==> src/serial_ctl_pkg.sv <==
// Shared constants and types for the serial format and control block.
package serial_ctl_pkg;

  // Register byte addresses on the APB.
  localparam logic [7:0] ADDR_FORMAT  = 8'h00;
  localparam logic [7:0] ADDR_BITRATE = 8'h04;
  localparam logic [7:0] ADDR_CONTROL = 8'h08;
  localparam logic [7:0] ADDR_TXDATA  = 8'h0c;
  localparam logic [7:0] ADDR_STATUS  = 8'h10;
  localparam logic [7:0] ADDR_RXDATA  = 8'h14;

  // Reset values of the registers.
  localparam logic [7:0] FORMAT_RST  = 8'h00;
  localparam logic [7:0] CONTROL_RST = 8'h00;
  localparam logic [7:0] BITRATE_RST = 8'hff;
  localparam logic [7:0] TXDATA_RST  = 8'hff;
  localparam logic [7:0] RXDATA_RST  = 8'h00;
  localparam logic [7:0] STATUS_RST  = 8'h84;

  // Status bits that software may clear, and positions that clear together.
  localparam logic [7:0] STATUS_CLR_MASK = 8'hfd;
  localparam int         ST_TX_EMPTY     = 7;
  localparam int         ST_TX_END       = 2;

  // Prescaler terminal counts for phi, phi/4, phi/16 and phi/64.
  localparam logic [5:0] PRESC_LAST_1  = 6'h00;
  localparam logic [5:0] PRESC_LAST_4  = 6'h03;
  localparam logic [5:0] PRESC_LAST_16 = 6'h0f;
  localparam logic [5:0] PRESC_LAST_64 = 6'h3f;

  // Sixteen sample ticks make one asynchronous bit time.
  localparam logic [3:0] PHASE_LAST = 4'hf;
  localparam logic [3:0] PHASE_MID  = 4'h7;

  // Character lengths in bits.
  localparam logic [3:0] LEN_8 = 4'h8;
  localparam logic [3:0] LEN_7 = 4'h7;

  // Frame format register layout.
  typedef struct packed {
    logic       syncMode;
    logic       charLenSel;
    logic       parityEn;
    logic       parityOdd;
    logic       twoStop;
    logic       multiprocFmt;
    logic [1:0] prescaleSel;
  } format_t;

  // Enable and control register layout.
  typedef struct packed {
    logic       txEmptyIrqEn;
    logic       rxIrqEn;
    logic       txEn;
    logic       rxEn;
    logic       multiprocIrqEn;
    logic       txEndIrqEn;
    logic [1:0] clkEnable;
  } control_t;

  // Status register layout.
  typedef struct packed {
    logic txEmptyFlag;
    logic rxFullFlag;
    logic overrunErrFlag;
    logic framingErrFlag;
    logic parityErrFlag;
    logic txEnd;
    logic multiprocRxBit;
    logic multiprocTxBit;
  } status_t;

  // One received character as handed from the receiver.
  typedef struct packed {
    logic       done;
    logic [7:0] data;
    logic       parityErr;
    logic       frameErr;
    logic       mpBit;
  } rx_result_t;

  // Receiver states, Gray coded along the frame.
  typedef enum logic [1:0] {
    RX_IDLE  = 2'b00,
    RX_START = 2'b01,
    RX_DATA  = 2'b11,
    RX_STOP  = 2'b10
  } rx_state_t;

endpackage

==> src/serial_baud_gen.sv <==
// Prescaler and bit rate counter that produce the oversampling tick.
`timescale 1ns/1ps
`default_nettype none
module serial_baud_gen #(
  parameter int RATE_W = 8
) (
  // Clock and reset.
  input  wire logic              clock,
  input  wire logic              rst_b,
  // Rate selection.
  input  wire logic [1:0]        prescaleSel,
  input  wire logic [RATE_W-1:0] bitRate,
  // One-cycle tick at sixteen times the asynchronous bit rate.
  output logic                   sampleTick
);

  typedef struct packed {
    logic [5:0]        presc;
    logic [RATE_W-1:0] rate;
    logic              tick;
  } baud_state_t;

  baud_state_t s_r;
  baud_state_t s_nxt;
  logic [5:0]  prescLast;

  if (RATE_W < 1) begin : gChk
    $error("RATE_W must be at least one");
  end

  // Prescale, then divide by bitRate plus one.
  always_comb
  begin
    case (prescaleSel)
      2'b00:   prescLast = serial_ctl_pkg::PRESC_LAST_1;
      2'b01:   prescLast = serial_ctl_pkg::PRESC_LAST_4;
      2'b10:   prescLast = serial_ctl_pkg::PRESC_LAST_16;
      default: prescLast = serial_ctl_pkg::PRESC_LAST_64;
    endcase
    s_nxt      = s_r;
    s_nxt.tick = 1'b0;
    if (s_r.presc >= prescLast) // [RQ9]
    begin
      s_nxt.presc = '0;
      if (s_r.rate >= bitRate)
      begin
        s_nxt.rate = '0;
        s_nxt.tick = 1'b1;
      end
      else
        s_nxt.rate = s_r.rate + 1'b1;
    end
    else
      s_nxt.presc = s_r.presc + 6'h01;
  end

  // State register.
  always_ff @(posedge clock or negedge rst_b)
  begin
    if (!rst_b)
      s_r <= '0;
    else
      s_r <= s_nxt;
  end

  assign sampleTick = s_r.tick;

endmodule
`default_nettype wire

==> src/serial_receiver.sv <==
// Receive framer for asynchronous and clocked synchronous characters.
`timescale 1ns/1ps
`default_nettype none
module serial_receiver (
  // Clock and reset.
  input  wire logic                       clock,
  input  wire logic                       rst_b,
  // Configuration.
  input  wire serial_ctl_pkg::format_t    fmt,
  input  wire logic                       rxEn,
  // Line events, already synchronised.
  input  wire logic                       rxd,
  input  wire logic                       sckRise,
  input  wire logic                       sampleTick,
  // Finished character.
  output serial_ctl_pkg::rx_result_t      result
);

  typedef struct packed {
    serial_ctl_pkg::rx_state_t  state;
    logic [3:0]                 phase;
    logic [3:0]                 bitCnt;
    logic [8:0]                 shift;
    serial_ctl_pkg::rx_result_t res;
  } rx_reg_t;

  rx_reg_t    s_r;
  rx_reg_t    s_nxt;
  logic [3:0] dataLen;
  logic [3:0] total;
  logic       hasExtra;
  logic       finish;
  logic [7:0] dataBits;

  // Walk the frame; a second stop bit is never looked at, so a low one restarts.
  always_comb
  begin
    s_nxt          = s_r;
    s_nxt.res.done = 1'b0;
    finish         = 1'b0;
    dataLen  = (!fmt.syncMode && fmt.charLenSel) ? serial_ctl_pkg::LEN_7
                                                 : serial_ctl_pkg::LEN_8; // [RQ2]
    hasExtra = !fmt.syncMode && (fmt.parityEn || fmt.multiprocFmt); // [RQ4] [RQ8]
    total    = dataLen + {3'b000, hasExtra};
    case (s_r.state)
      serial_ctl_pkg::RX_IDLE:
      begin
        s_nxt.phase  = '0;
        s_nxt.bitCnt = '0;
        if (fmt.syncMode && sckRise) // [RQ19]
        begin
          s_nxt.shift[0] = rxd;
          s_nxt.bitCnt   = 4'h1;
          s_nxt.state    = serial_ctl_pkg::RX_DATA;
        end
        else if (!fmt.syncMode && sampleTick && !rxd) // [RQ19]
          s_nxt.state = serial_ctl_pkg::RX_START;
      end
      serial_ctl_pkg::RX_START:
        if (sampleTick)
        begin
          s_nxt.phase = s_r.phase + 4'h1;
          if (s_r.phase == serial_ctl_pkg::PHASE_MID)
          begin
            s_nxt.phase = '0;
            s_nxt.state = rxd ? serial_ctl_pkg::RX_IDLE : serial_ctl_pkg::RX_DATA;
          end
        end
      serial_ctl_pkg::RX_DATA:
        if (fmt.syncMode)
        begin
          if (sckRise)
          begin
            s_nxt.shift[s_r.bitCnt] = rxd;
            s_nxt.bitCnt            = s_r.bitCnt + 4'h1;
            if (s_nxt.bitCnt == serial_ctl_pkg::LEN_8)
            begin
              finish      = 1'b1;
              s_nxt.state = serial_ctl_pkg::RX_IDLE;
            end
          end
        end
        else if (sampleTick)
        begin
          s_nxt.phase = s_r.phase + 4'h1;
          if (s_r.phase == serial_ctl_pkg::PHASE_LAST)
          begin
            s_nxt.shift[s_r.bitCnt] = rxd;
            s_nxt.bitCnt            = s_r.bitCnt + 4'h1;
            if (s_nxt.bitCnt == total)
              s_nxt.state = serial_ctl_pkg::RX_STOP;
          end
        end
      serial_ctl_pkg::RX_STOP:
        if (sampleTick)
        begin
          s_nxt.phase = s_r.phase + 4'h1;
          if (s_r.phase == serial_ctl_pkg::PHASE_LAST) // [RQ7]
          begin
            finish      = 1'b1;
            s_nxt.state = serial_ctl_pkg::RX_IDLE;
          end
        end
      default:
        s_nxt.state = serial_ctl_pkg::RX_IDLE;
    endcase
    // Hand over the character with its checks.
    dataBits = (dataLen == serial_ctl_pkg::LEN_7) ? {1'b0, s_nxt.shift[6:0]}
                                                  : s_nxt.shift[7:0];
    if (finish)
    begin
      s_nxt.res.done      = 1'b1;
      s_nxt.res.data      = dataBits;
      s_nxt.res.mpBit     = s_nxt.shift[dataLen];
      s_nxt.res.frameErr  = !fmt.syncMode && !rxd;
      s_nxt.res.parityErr = hasExtra && !fmt.multiprocFmt &&
                            ((^dataBits ^ s_nxt.shift[dataLen]) != fmt.parityOdd); // [RQ5]
    end
    if (!rxEn)
      s_nxt.state = serial_ctl_pkg::RX_IDLE;
  end

  // State register.
  always_ff @(posedge clock or negedge rst_b)
  begin
    if (!rst_b)
      s_r <= '0;
    else
      s_r <= s_nxt;
  end

  assign result = s_r.res;

endmodule
`default_nettype wire

==> src/serial_format_ctl.sv <==
// Serial channel with format, enable and status registers behind APB.
`timescale 1ns/1ps
`default_nettype none
// Function
// (RQ1) Format top bit picks asynchronous or synchronous.
// (RQ2) Async length bit: 8 or 7; sync 8.
// (RQ3) Seven-bit characters drop transmit bit 7.
// (RQ4) Async parity enable adds and checks parity.
// (RQ5) Parity select: even or odd ones count.
// (RQ6) Async stop select: one or two stops.
// (RQ7) Receiver checks only the first stop bit.
// (RQ8) Multiprocessor format overrides parity, async only.
// (RQ9) Prescaler picks phi, /4, /16 or /64.
// (RQ10) Both registers clear on reset and standby.
// (RQ11) Transmit-empty interrupt when holding register moves.
// (RQ12) Read-one-then-write-zero or disable withdraws it.
// (RQ13) Receive enable gates full and error interrupts.
// (RQ14) Clearing receive flags withdraws receive interrupts.
// (RQ15) Transmit disabled holds transmit-empty at one.
// (RQ16) Send after data write and flag clear.
// (RQ17) Software sets format before enabling.
// (RQ18) Receive disable leaves receive flags untouched.
// (RQ19) Receive starts on start bit or clock.
// (RQ20) Multiprocessor interrupt enable needs async multiprocessor format.
// (RQ21) Skip characters until multiprocessor bit one.
// (RQ22) No holding-register move while transmit-empty set.
// (RQ23) Async frame: start, data, extra bit, stops.
module serial_format_ctl #(
  parameter int ADDR_W = 8
) (
  // Clock and reset.
  input  wire logic              clock,
  input  wire logic              rst_b,
  // Power control.
  input  wire logic              standby,
  // APB slave.
  input  wire logic              psel,
  input  wire logic              penable,
  input  wire logic              pwrite,
  input  wire logic [ADDR_W-1:0] paddr,
  input  wire logic [31:0]       pwdata,
  output logic      [31:0]       prdata,
  output logic                   pready,
  output logic                   pslverr,
  // Serial pins.
  input  wire logic              rxdPin,
  input  wire logic              sckPin,
  output logic                   txdPin,
  // Interrupt requests.
  output logic                   txEmptyIrq,
  output logic                   rxFullIrq,
  output logic                   rxErrIrq,
  output logic                   txEndIrq
);

  typedef struct packed {
    serial_ctl_pkg::format_t  fmt;
    serial_ctl_pkg::control_t ctl;
    logic [7:0]               bitRate;
    logic [7:0]               txHold;
    logic [7:0]               rxData;
    serial_ctl_pkg::status_t  st;
    logic [7:0]               seen;
    logic [11:0]              txShift;
    logic [3:0]               txBits;
    logic [3:0]               txPhase;
    logic                     txd;
    logic [31:0]              rdata;
    logic [3:0]               irq;
    logic                     rxdMeta;
    logic                     rxdSync;
    logic                     sckMeta;
    logic                     sckSync;
    logic                     sckPrev;
  } ctl_state_t;

  localparam ctl_state_t RESET_STATE = '{
    fmt:     serial_ctl_pkg::FORMAT_RST,
    ctl:     serial_ctl_pkg::CONTROL_RST,
    bitRate: serial_ctl_pkg::BITRATE_RST,
    txHold:  serial_ctl_pkg::TXDATA_RST,
    rxData:  serial_ctl_pkg::RXDATA_RST,
    st:      serial_ctl_pkg::STATUS_RST,
    txShift: '1,
    txd:     1'b1,
    rxdMeta: 1'b1,
    rxdSync: 1'b1,
    default: '0
  };

  ctl_state_t                 s_r;
  ctl_state_t                 s_nxt;
  serial_ctl_pkg::rx_result_t rxRes;
  logic                       sampleTick;
  logic                       sckRise;
  logic                       sckFall;
  logic                       setupPh;
  logic                       wrAcc;
  logic                       rdAcc;
  logic                       mapped;
  logic [7:0]                 addr8;
  logic [7:0]                 clr;
  logic [7:0]                 txData;
  logic [3:0]                 txLen;
  logic                       txExtra;
  logic                       txExtraBit;
  logic                       mpSkip;

  if (ADDR_W < 5) begin : gChk
    $error("ADDR_W too narrow for the register map");
  end

  // Baud rate generator.
  serial_baud_gen #(
    .RATE_W (8)
  ) uBaud (
    .clock       (clock),
    .rst_b       (rst_b),
    .prescaleSel (s_r.fmt.prescaleSel),
    .bitRate     (s_r.bitRate),
    .sampleTick  (sampleTick)
  );

  // Receive framer.
  serial_receiver uRx (
    .clock      (clock),
    .rst_b      (rst_b),
    .fmt        (s_r.fmt),
    .rxEn       (s_r.ctl.rxEn),
    .rxd        (s_r.rxdSync),
    .sckRise    (sckRise),
    .sampleTick (sampleTick),
    .result     (rxRes)
  );

  // Clock edges in synchronous mode and the APB phase decode.
  assign sckRise = s_r.fmt.syncMode && s_r.sckSync && !s_r.sckPrev; // [RQ1]
  assign sckFall = s_r.fmt.syncMode && !s_r.sckSync && s_r.sckPrev; // [RQ1]
  assign setupPh = psel && !penable;
  assign wrAcc   = psel && penable && pwrite;
  assign rdAcc   = psel && penable && !pwrite;
  assign addr8   = 8'(paddr);
  assign mapped  = (ADDR_W <= 8 || (paddr >> 8) == '0) &&
                   (addr8 == serial_ctl_pkg::ADDR_FORMAT  ||
                    addr8 == serial_ctl_pkg::ADDR_BITRATE ||
                    addr8 == serial_ctl_pkg::ADDR_CONTROL ||
                    addr8 == serial_ctl_pkg::ADDR_TXDATA  ||
                    addr8 == serial_ctl_pkg::ADDR_STATUS  ||
                    addr8 == serial_ctl_pkg::ADDR_RXDATA);

  // Frame pieces for the next character to send.
  assign txLen      = (!s_r.fmt.syncMode && s_r.fmt.charLenSel) ? serial_ctl_pkg::LEN_7
                                                                : serial_ctl_pkg::LEN_8;
  assign txData     = (txLen == serial_ctl_pkg::LEN_7) ? {1'b0, s_r.txHold[6:0]}
                                                       : s_r.txHold; // [RQ3]
  assign txExtra    = !s_r.fmt.syncMode && (s_r.fmt.parityEn || s_r.fmt.multiprocFmt);
  assign txExtraBit = s_r.fmt.multiprocFmt ? s_r.st.multiprocTxBit
                                           : (^txData ^ s_r.fmt.parityOdd); // [RQ5] [RQ8]
  assign mpSkip     = s_r.ctl.multiprocIrqEn && s_r.fmt.multiprocFmt &&
                      !s_r.fmt.syncMode; // [RQ20]

  // Next-state logic: bus access, transmitter, receive flags and requests.
  always_comb
  begin
    s_nxt         = s_r;
    clr           = '0;
    s_nxt.rxdMeta = rxdPin;
    s_nxt.rxdSync = s_r.rxdMeta;
    s_nxt.sckMeta = sckPin;
    s_nxt.sckSync = s_r.sckMeta;
    s_nxt.sckPrev = s_r.sckSync;

    // Read data is prepared in the setup phase and held through access.
    if (setupPh)
    begin
      case (addr8)
        serial_ctl_pkg::ADDR_FORMAT:  s_nxt.rdata = {24'h000000, s_r.fmt};
        serial_ctl_pkg::ADDR_BITRATE: s_nxt.rdata = {24'h000000, s_r.bitRate};
        serial_ctl_pkg::ADDR_CONTROL: s_nxt.rdata = {24'h000000, s_r.ctl};
        serial_ctl_pkg::ADDR_TXDATA:  s_nxt.rdata = {24'h000000, s_r.txHold};
        serial_ctl_pkg::ADDR_STATUS:  s_nxt.rdata = {24'h000000, s_r.st};
        serial_ctl_pkg::ADDR_RXDATA:  s_nxt.rdata = {24'h000000, s_r.rxData};
        default:                      s_nxt.rdata = '0;
      endcase
    end

    // A status read arms the flags that software saw as one.
    if (rdAcc && mapped && addr8 == serial_ctl_pkg::ADDR_STATUS)
      s_nxt.seen = s_r.seen | s_r.rdata[7:0]; // [RQ12] [RQ14]

    // Register writes; status bits clear only once armed by a read.
    if (wrAcc && mapped)
    begin
      case (addr8)
        serial_ctl_pkg::ADDR_FORMAT:  s_nxt.fmt     = pwdata[7:0]; // [RQ10]
        serial_ctl_pkg::ADDR_BITRATE: s_nxt.bitRate = pwdata[7:0];
        serial_ctl_pkg::ADDR_CONTROL: s_nxt.ctl     = pwdata[7:0]; // [RQ10]
        serial_ctl_pkg::ADDR_TXDATA:  s_nxt.txHold  = pwdata[7:0];
        serial_ctl_pkg::ADDR_STATUS:
        begin
          clr = s_r.seen & ~pwdata[7:0] & serial_ctl_pkg::STATUS_CLR_MASK; // [RQ12] [RQ14]
          clr[serial_ctl_pkg::ST_TX_END] = clr[serial_ctl_pkg::ST_TX_EMPTY];
          s_nxt.st.multiprocTxBit = pwdata[0];
        end
        default:
        begin
        end
      endcase
    end
    s_nxt.st   = s_nxt.st & ~clr;
    s_nxt.seen = s_nxt.seen & ~clr;

    // Load the shifter once software has cleared the flag.
    if (s_r.ctl.txEn && !s_r.st.txEmptyFlag && s_r.txBits == '0) // [RQ16] [RQ22]
    begin
      s_nxt.st.txEmptyFlag = 1'b1; // [RQ11]
      s_nxt.st.txEnd       = 1'b0;
      s_nxt.txPhase        = '0;
      s_nxt.txShift        = '1;
      if (s_r.fmt.syncMode)
      begin
        s_nxt.txShift[7:0] = s_r.txHold;
        s_nxt.txBits       = serial_ctl_pkg::LEN_8; // [RQ6]
      end
      else
      begin
        s_nxt.txShift[0] = 1'b0; // [RQ23]
        for (int i = 0; i < 8; i++)
        begin
          if (i < int'(txLen))
            s_nxt.txShift[i + 1] = txData[i];
        end
        if (txExtra)
          s_nxt.txShift[txLen + 4'h1] = txExtraBit; // [RQ4] [RQ23]
        s_nxt.txBits = 4'h2 + txLen + {3'b000, txExtra} + {3'b000, s_r.fmt.twoStop}; // [RQ6]
      end
    end
    // Shift one bit per bit time, or per falling serial clock edge.
    else if (s_r.txBits != '0)
    begin
      if (s_r.fmt.syncMode ? sckFall : sampleTick)
      begin
        s_nxt.txPhase = s_r.txPhase + 4'h1;
        if (s_r.fmt.syncMode || s_r.txPhase == serial_ctl_pkg::PHASE_LAST)
        begin
          s_nxt.txShift = {1'b1, s_r.txShift[11:1]};
          s_nxt.txBits  = s_r.txBits - 4'h1;
          if (s_r.txBits == 4'h1 && s_nxt.st.txEmptyFlag)
            s_nxt.st.txEnd = 1'b1;
        end
      end
    end
    if (!s_r.ctl.txEn)
    begin
      s_nxt.txBits         = '0;
      s_nxt.st.txEmptyFlag = 1'b1; // [RQ15]
    end
    s_nxt.txd = (s_nxt.txBits == '0) ? 1'b1 : s_nxt.txShift[0];

    // Received characters set flags after any clear in the same cycle.
    if (rxRes.done && s_r.ctl.rxEn) // [RQ18]
    begin
      if (s_r.fmt.multiprocFmt && !s_r.fmt.syncMode)
        s_nxt.st.multiprocRxBit = rxRes.mpBit;
      if (!mpSkip || rxRes.mpBit) // [RQ21]
      begin
        if (mpSkip)
          s_nxt.ctl.multiprocIrqEn = 1'b0; // [RQ21]
        if (s_r.st.rxFullFlag)
          s_nxt.st.overrunErrFlag = 1'b1;
        else if (rxRes.frameErr || rxRes.parityErr)
        begin
          s_nxt.st.framingErrFlag = s_nxt.st.framingErrFlag | rxRes.frameErr;
          s_nxt.st.parityErrFlag  = s_nxt.st.parityErrFlag | rxRes.parityErr; // [RQ4]
        end
        else
        begin
          s_nxt.st.rxFullFlag = 1'b1;
          s_nxt.rxData        = rxRes.data;
        end
      end
    end

    // Interrupt requests follow flags and enables.
    s_nxt.irq[3] = s_nxt.ctl.txEmptyIrqEn && s_nxt.st.txEmptyFlag; // [RQ11] [RQ12]
    s_nxt.irq[2] = s_nxt.ctl.rxIrqEn && s_nxt.st.rxFullFlag; // [RQ13] [RQ14]
    s_nxt.irq[1] = s_nxt.ctl.rxIrqEn && (s_nxt.st.overrunErrFlag ||
                   s_nxt.st.framingErrFlag || s_nxt.st.parityErrFlag); // [RQ13] [RQ14]
    s_nxt.irq[0] = s_nxt.ctl.txEndIrqEn && s_nxt.st.txEnd;

    // Standby returns every register of this block to its reset value; uBaud and uRx keep their state.
    if (standby)
      s_nxt = RESET_STATE; // [RQ10]
  end

  // State register.
  always_ff @(posedge clock or negedge rst_b)
  begin
    if (!rst_b)
      s_r <= RESET_STATE; // [RQ10]
    else
      s_r <= s_nxt;
  end

  // Outputs.
  assign prdata     = s_r.rdata;
  assign pready     = psel && penable;
  assign pslverr    = psel && penable && !mapped;
  assign txdPin     = s_r.txd;
  assign txEmptyIrq = s_r.irq[3];
  assign rxFullIrq  = s_r.irq[2];
  assign rxErrIrq   = s_r.irq[1];
  assign txEndIrq   = s_r.irq[0];

endmodule
`default_nettype wire

==> config.mk <==
export PLATFORM = sky130hd
export DESIGN_NAME = serial_format_ctl
export DESIGN_NICKNAME = d
export VERILOG_FILES = /design/src/serial_ctl_pkg.sv /design/src/serial_baud_gen.sv /design/src/serial_receiver.sv /design/src/serial_format_ctl.sv
export SDC_FILE = /design/constraint.sdc
export NUM_CORES = 1
export LEC_CHECK = 0
export ABC_AREA = 0
export BUFFER_PORTS_ARGS = -buffer_cell sky130_fd_sc_hd__buf_2
export CAP_MARGIN = 20
export CORE_ASPECT_RATIO = 1.2
export CORE_MARGIN = 4
export CORE_UTILIZATION = 50
export DETAILED_ROUTE_END_ITERATION = 10
export PLACE_DENSITY = 0.7
export SKIP_CTS_REPAIR_TIMING = 1
export SLEW_MARGIN = 20
export SYNTH_ARGS = -nofsm -noshare
export SYNTH_HDL_FRONTEND = slang
export SYNTH_SLANG_ARGS = --single-unit
==> constraint.sdc <==
create_clock -name clock -period 6.1 [get_ports clock]
set_input_delay 0.61 -clock clock [delete_from_list [all_inputs] [get_ports clock]]
set_output_delay 0.61 -clock clock [all_outputs]
set_load 0.01 [all_outputs]
==> results.ini <==
[outcome]
status=complete, no violations

[logic_synthesis]
syn_area_um2=7900
synthArstFlopShare_pct=100
ys_warn_count=0
synth.avg_cell_area_um2=9.59
synthCells=823
synth_edf_count=0
synth_ff_type=dfrtp_1
ys_seq_area_share_pct=43.9
synth_most_common_cell=dfrtp_1
yosysUniqueCellTypes=73
synthTopCellsByCount=dfrtp_1 (104), nor2_1 (87), nand2_1 (76)
synth_top_area_cell=dfrtp_1
synthTopCellsByArea=dfrtp_1 (33%), dfstp_2 (11%), ha_1 (4.9%)
yosys_register_bits=137
synth.top_cell.area_share_pct=33.0

[clock_network]
clockRootBuffer=clkbuf_16
clk_pin_slew_ns=0.06
cts_buffers=17
cts_tree=done
clock-sinks=137
htreeDepth=4
clk-insertion-delay-late_ns=0.43
cts_buffer_depth=2

[floorplanning]
io_pins=87
dieHeight_um=146
start_util_pct=50.7
die_w_um=123
coreArea_um2=15600
rows=50
die_area_um2=17900

[route]
ant_nets=0
drtIter0Drc=385
avgViaCountPerCell=5.68
wl_mm=18.1
wire_per_inst_um=17.1
dr.pass1.iters=5
drcViolationCount=0
dr_total_vias=6003

[timing]
fmax_mhz=340
setup-violations-final=0
hold_viol_final=0
setup_slack_ns=3.16
setup_tns_ns=0
slew_headroom_pct=34.0
final_max_slew_viol_count=0
tightest_slew_ns=0.988
rsz0062_at_grt=false
skew_ns=0.00705
period_minus_slack_ns=2.94
fin_crit_sh_pct=48.1

[placement]
pre_cts_ws_ns=3.15
place_inst=1024
io_buffers=38
dpl.hpwl_mm=12.6
routabilityCongestion=0.838

[critical_path]
critPathLaunchType=flop
crit_arrival_ns=3.17
path_cells=or2_2 -> ha_1 -> nand2b_1 -> a21o_1 -> a21o_1 -> a21o_1 -> a21o_1 -> a21oi_1 -> nor3_1
cpMaxStageDelayCell=a21oi_1
crit_path_end_kind=flop
crit_type=flop to flop
timing.critical_path.mode_cell=a21o_1
critPathMaxFanout=10
cp_slowest_stage_delay_ns=0.66
crit_required_ns=6.34

[cells_and_area]
multiInputGateArea_um2=3960
layoutNonFillerInstCount=1056
n_antenna_cell=0
drive_above_1_share_pct=17.7
nets=915
fin_util_pct=56.1
num-fill-cells=1377
area_growth_syn_to_layout_pct=10.6
seq_area_um2=3470

[power]
p_leak_nw=3.98
p_per_area_nw_per_um2=261
ir_drop_v=0.000185
power.total_w=0.00228

[worst_hold_path]
hold_path_class=input pin to asynchronous set/reset pin

[global_routing]
gr-total-overflow=0
grt_pass1_wl_mm=30.3
grt.total_usage_pct=21.2
grt_pass1_vias=5841
antenna_found_initial=0
grt_max_degree=95

[job]
drv_cap=0

## per-layer routing
metal  wire length, um  GRT usage (%)
met5                 0              0
met4               345           6.78
met3               811           4.70
met2              9020           34.6
met1              7920           27.8
## cell families (layout without fill, tap and decap cells)
| group | Yosys count | count (layout) | share of synthesized area [%] |
|---|---|---|---|
| adders and majority gates | 32 | 32 | 5.17 |
| and+or+nand+nor | 267 | 267 | 16.5 |
| AOI/OAI and AO/OA | 201 | 201 | 18.0 |
| buffers and inverters | 112 | 114 | 6.94 |
| xor gates and xnor gates | 32 | 32 | 3.82 |
| DFF | 137 | 137 | 43.9 |
| other | 1 | 24 | 0.0475 |
| muxes | 41 | 41 | 5.59 |
## path summary, 6_finish.rpt
kind	start	depth (start not counted)	slack [ns]	to
worst max-delay path	s_r[110]	9	3.16	uBaud.sampleTick
worst min-delay path	rst_b	1	0.23	uRx.s_r[25]
worst max register to register	s_r[110]	9	3.16	uBaud.sampleTick
worst min register to register	s_r[2]	1	0.46	s_r[1]
max in group asynchronous	rst_b	2	4.71	s_r[97]
min in group clock	rxdPin	2	0.38	s_r[4]
## cells in the final DEF, fill, tap and decap left out, types with 7 or more instances in the layout
master and instances:
a211o_1 16, a21o_1 13, a21oi_1 50, a221o_1 7
a22o_1 17, a22oi_1 21, buf_2 37, clkbuf_16 17
conb_1 24, dfrtp_1 104, dfstp_2 33, ha_1 31
inv_1 40, mux2_2 21, mux2i_1 19, nand2_1 76
nand3_1 25, nand3b_1 7, nor2_1 87, nor2b_1 10
nor3_1 9, o211ai_1 10, o21ai_0 26, o21bai_1 7
or2_2 8, xnor2_1 19, xor2_1 11
## sequential cells by signal, indices dropped and copies added (netlist names)
| signal | count |
|---|---|
| prdata | 8 |
| s_r | 78 |
| rxFullIrq | 1 |
| uRx.result | 12 |
| uBaud.s_r | 14 |
| txEmptyIrq | 1 |
| uRx.s_r | 19 |
| rxErrIrq | 1 |
| txdPin | 1 |
| uBaud.sampleTick | 1 |
| txEndIrq | 1 |
## through the flow
| step | hold WS, ns | cell area (um2) |
|---|---|---|
| floorplan | 0.314 | 7980 |
| global placement | 0.452 | 8070 |
| detailed placement | 0.458 | 8070 |
| CTS | 0.308 | 8730 |
| global route | 0.307 | 8730 |
| finish | 0.230 | 8730 |
## critical path, delay by kind of cell (launching register included)
family	cells	cell delay (ns)
compound gates	5	1.35
simple gates	3	0.72
flops	1	0.41
fa+ha+maj	1	0.26
## final cells by class
type	count	share of cell area [%]
clock inverter	15	2.72
timing repair buffer	42	2.59
sequential	137	39.7
clock buffer	17	4.87
multi-input combinational	597	45.4
tap	208	2.98
inverter	40	1.72
## power by group
group | total, W | switching (W) | internal, W
combinational | 0.000155 | 0.0000959 | 0.0000595
clock | 0.00116 | 0.000429 | 0.000735
sequential | 0.000962 | 0.0000298 | 0.000932
Power figures use the tool's default switching activity.
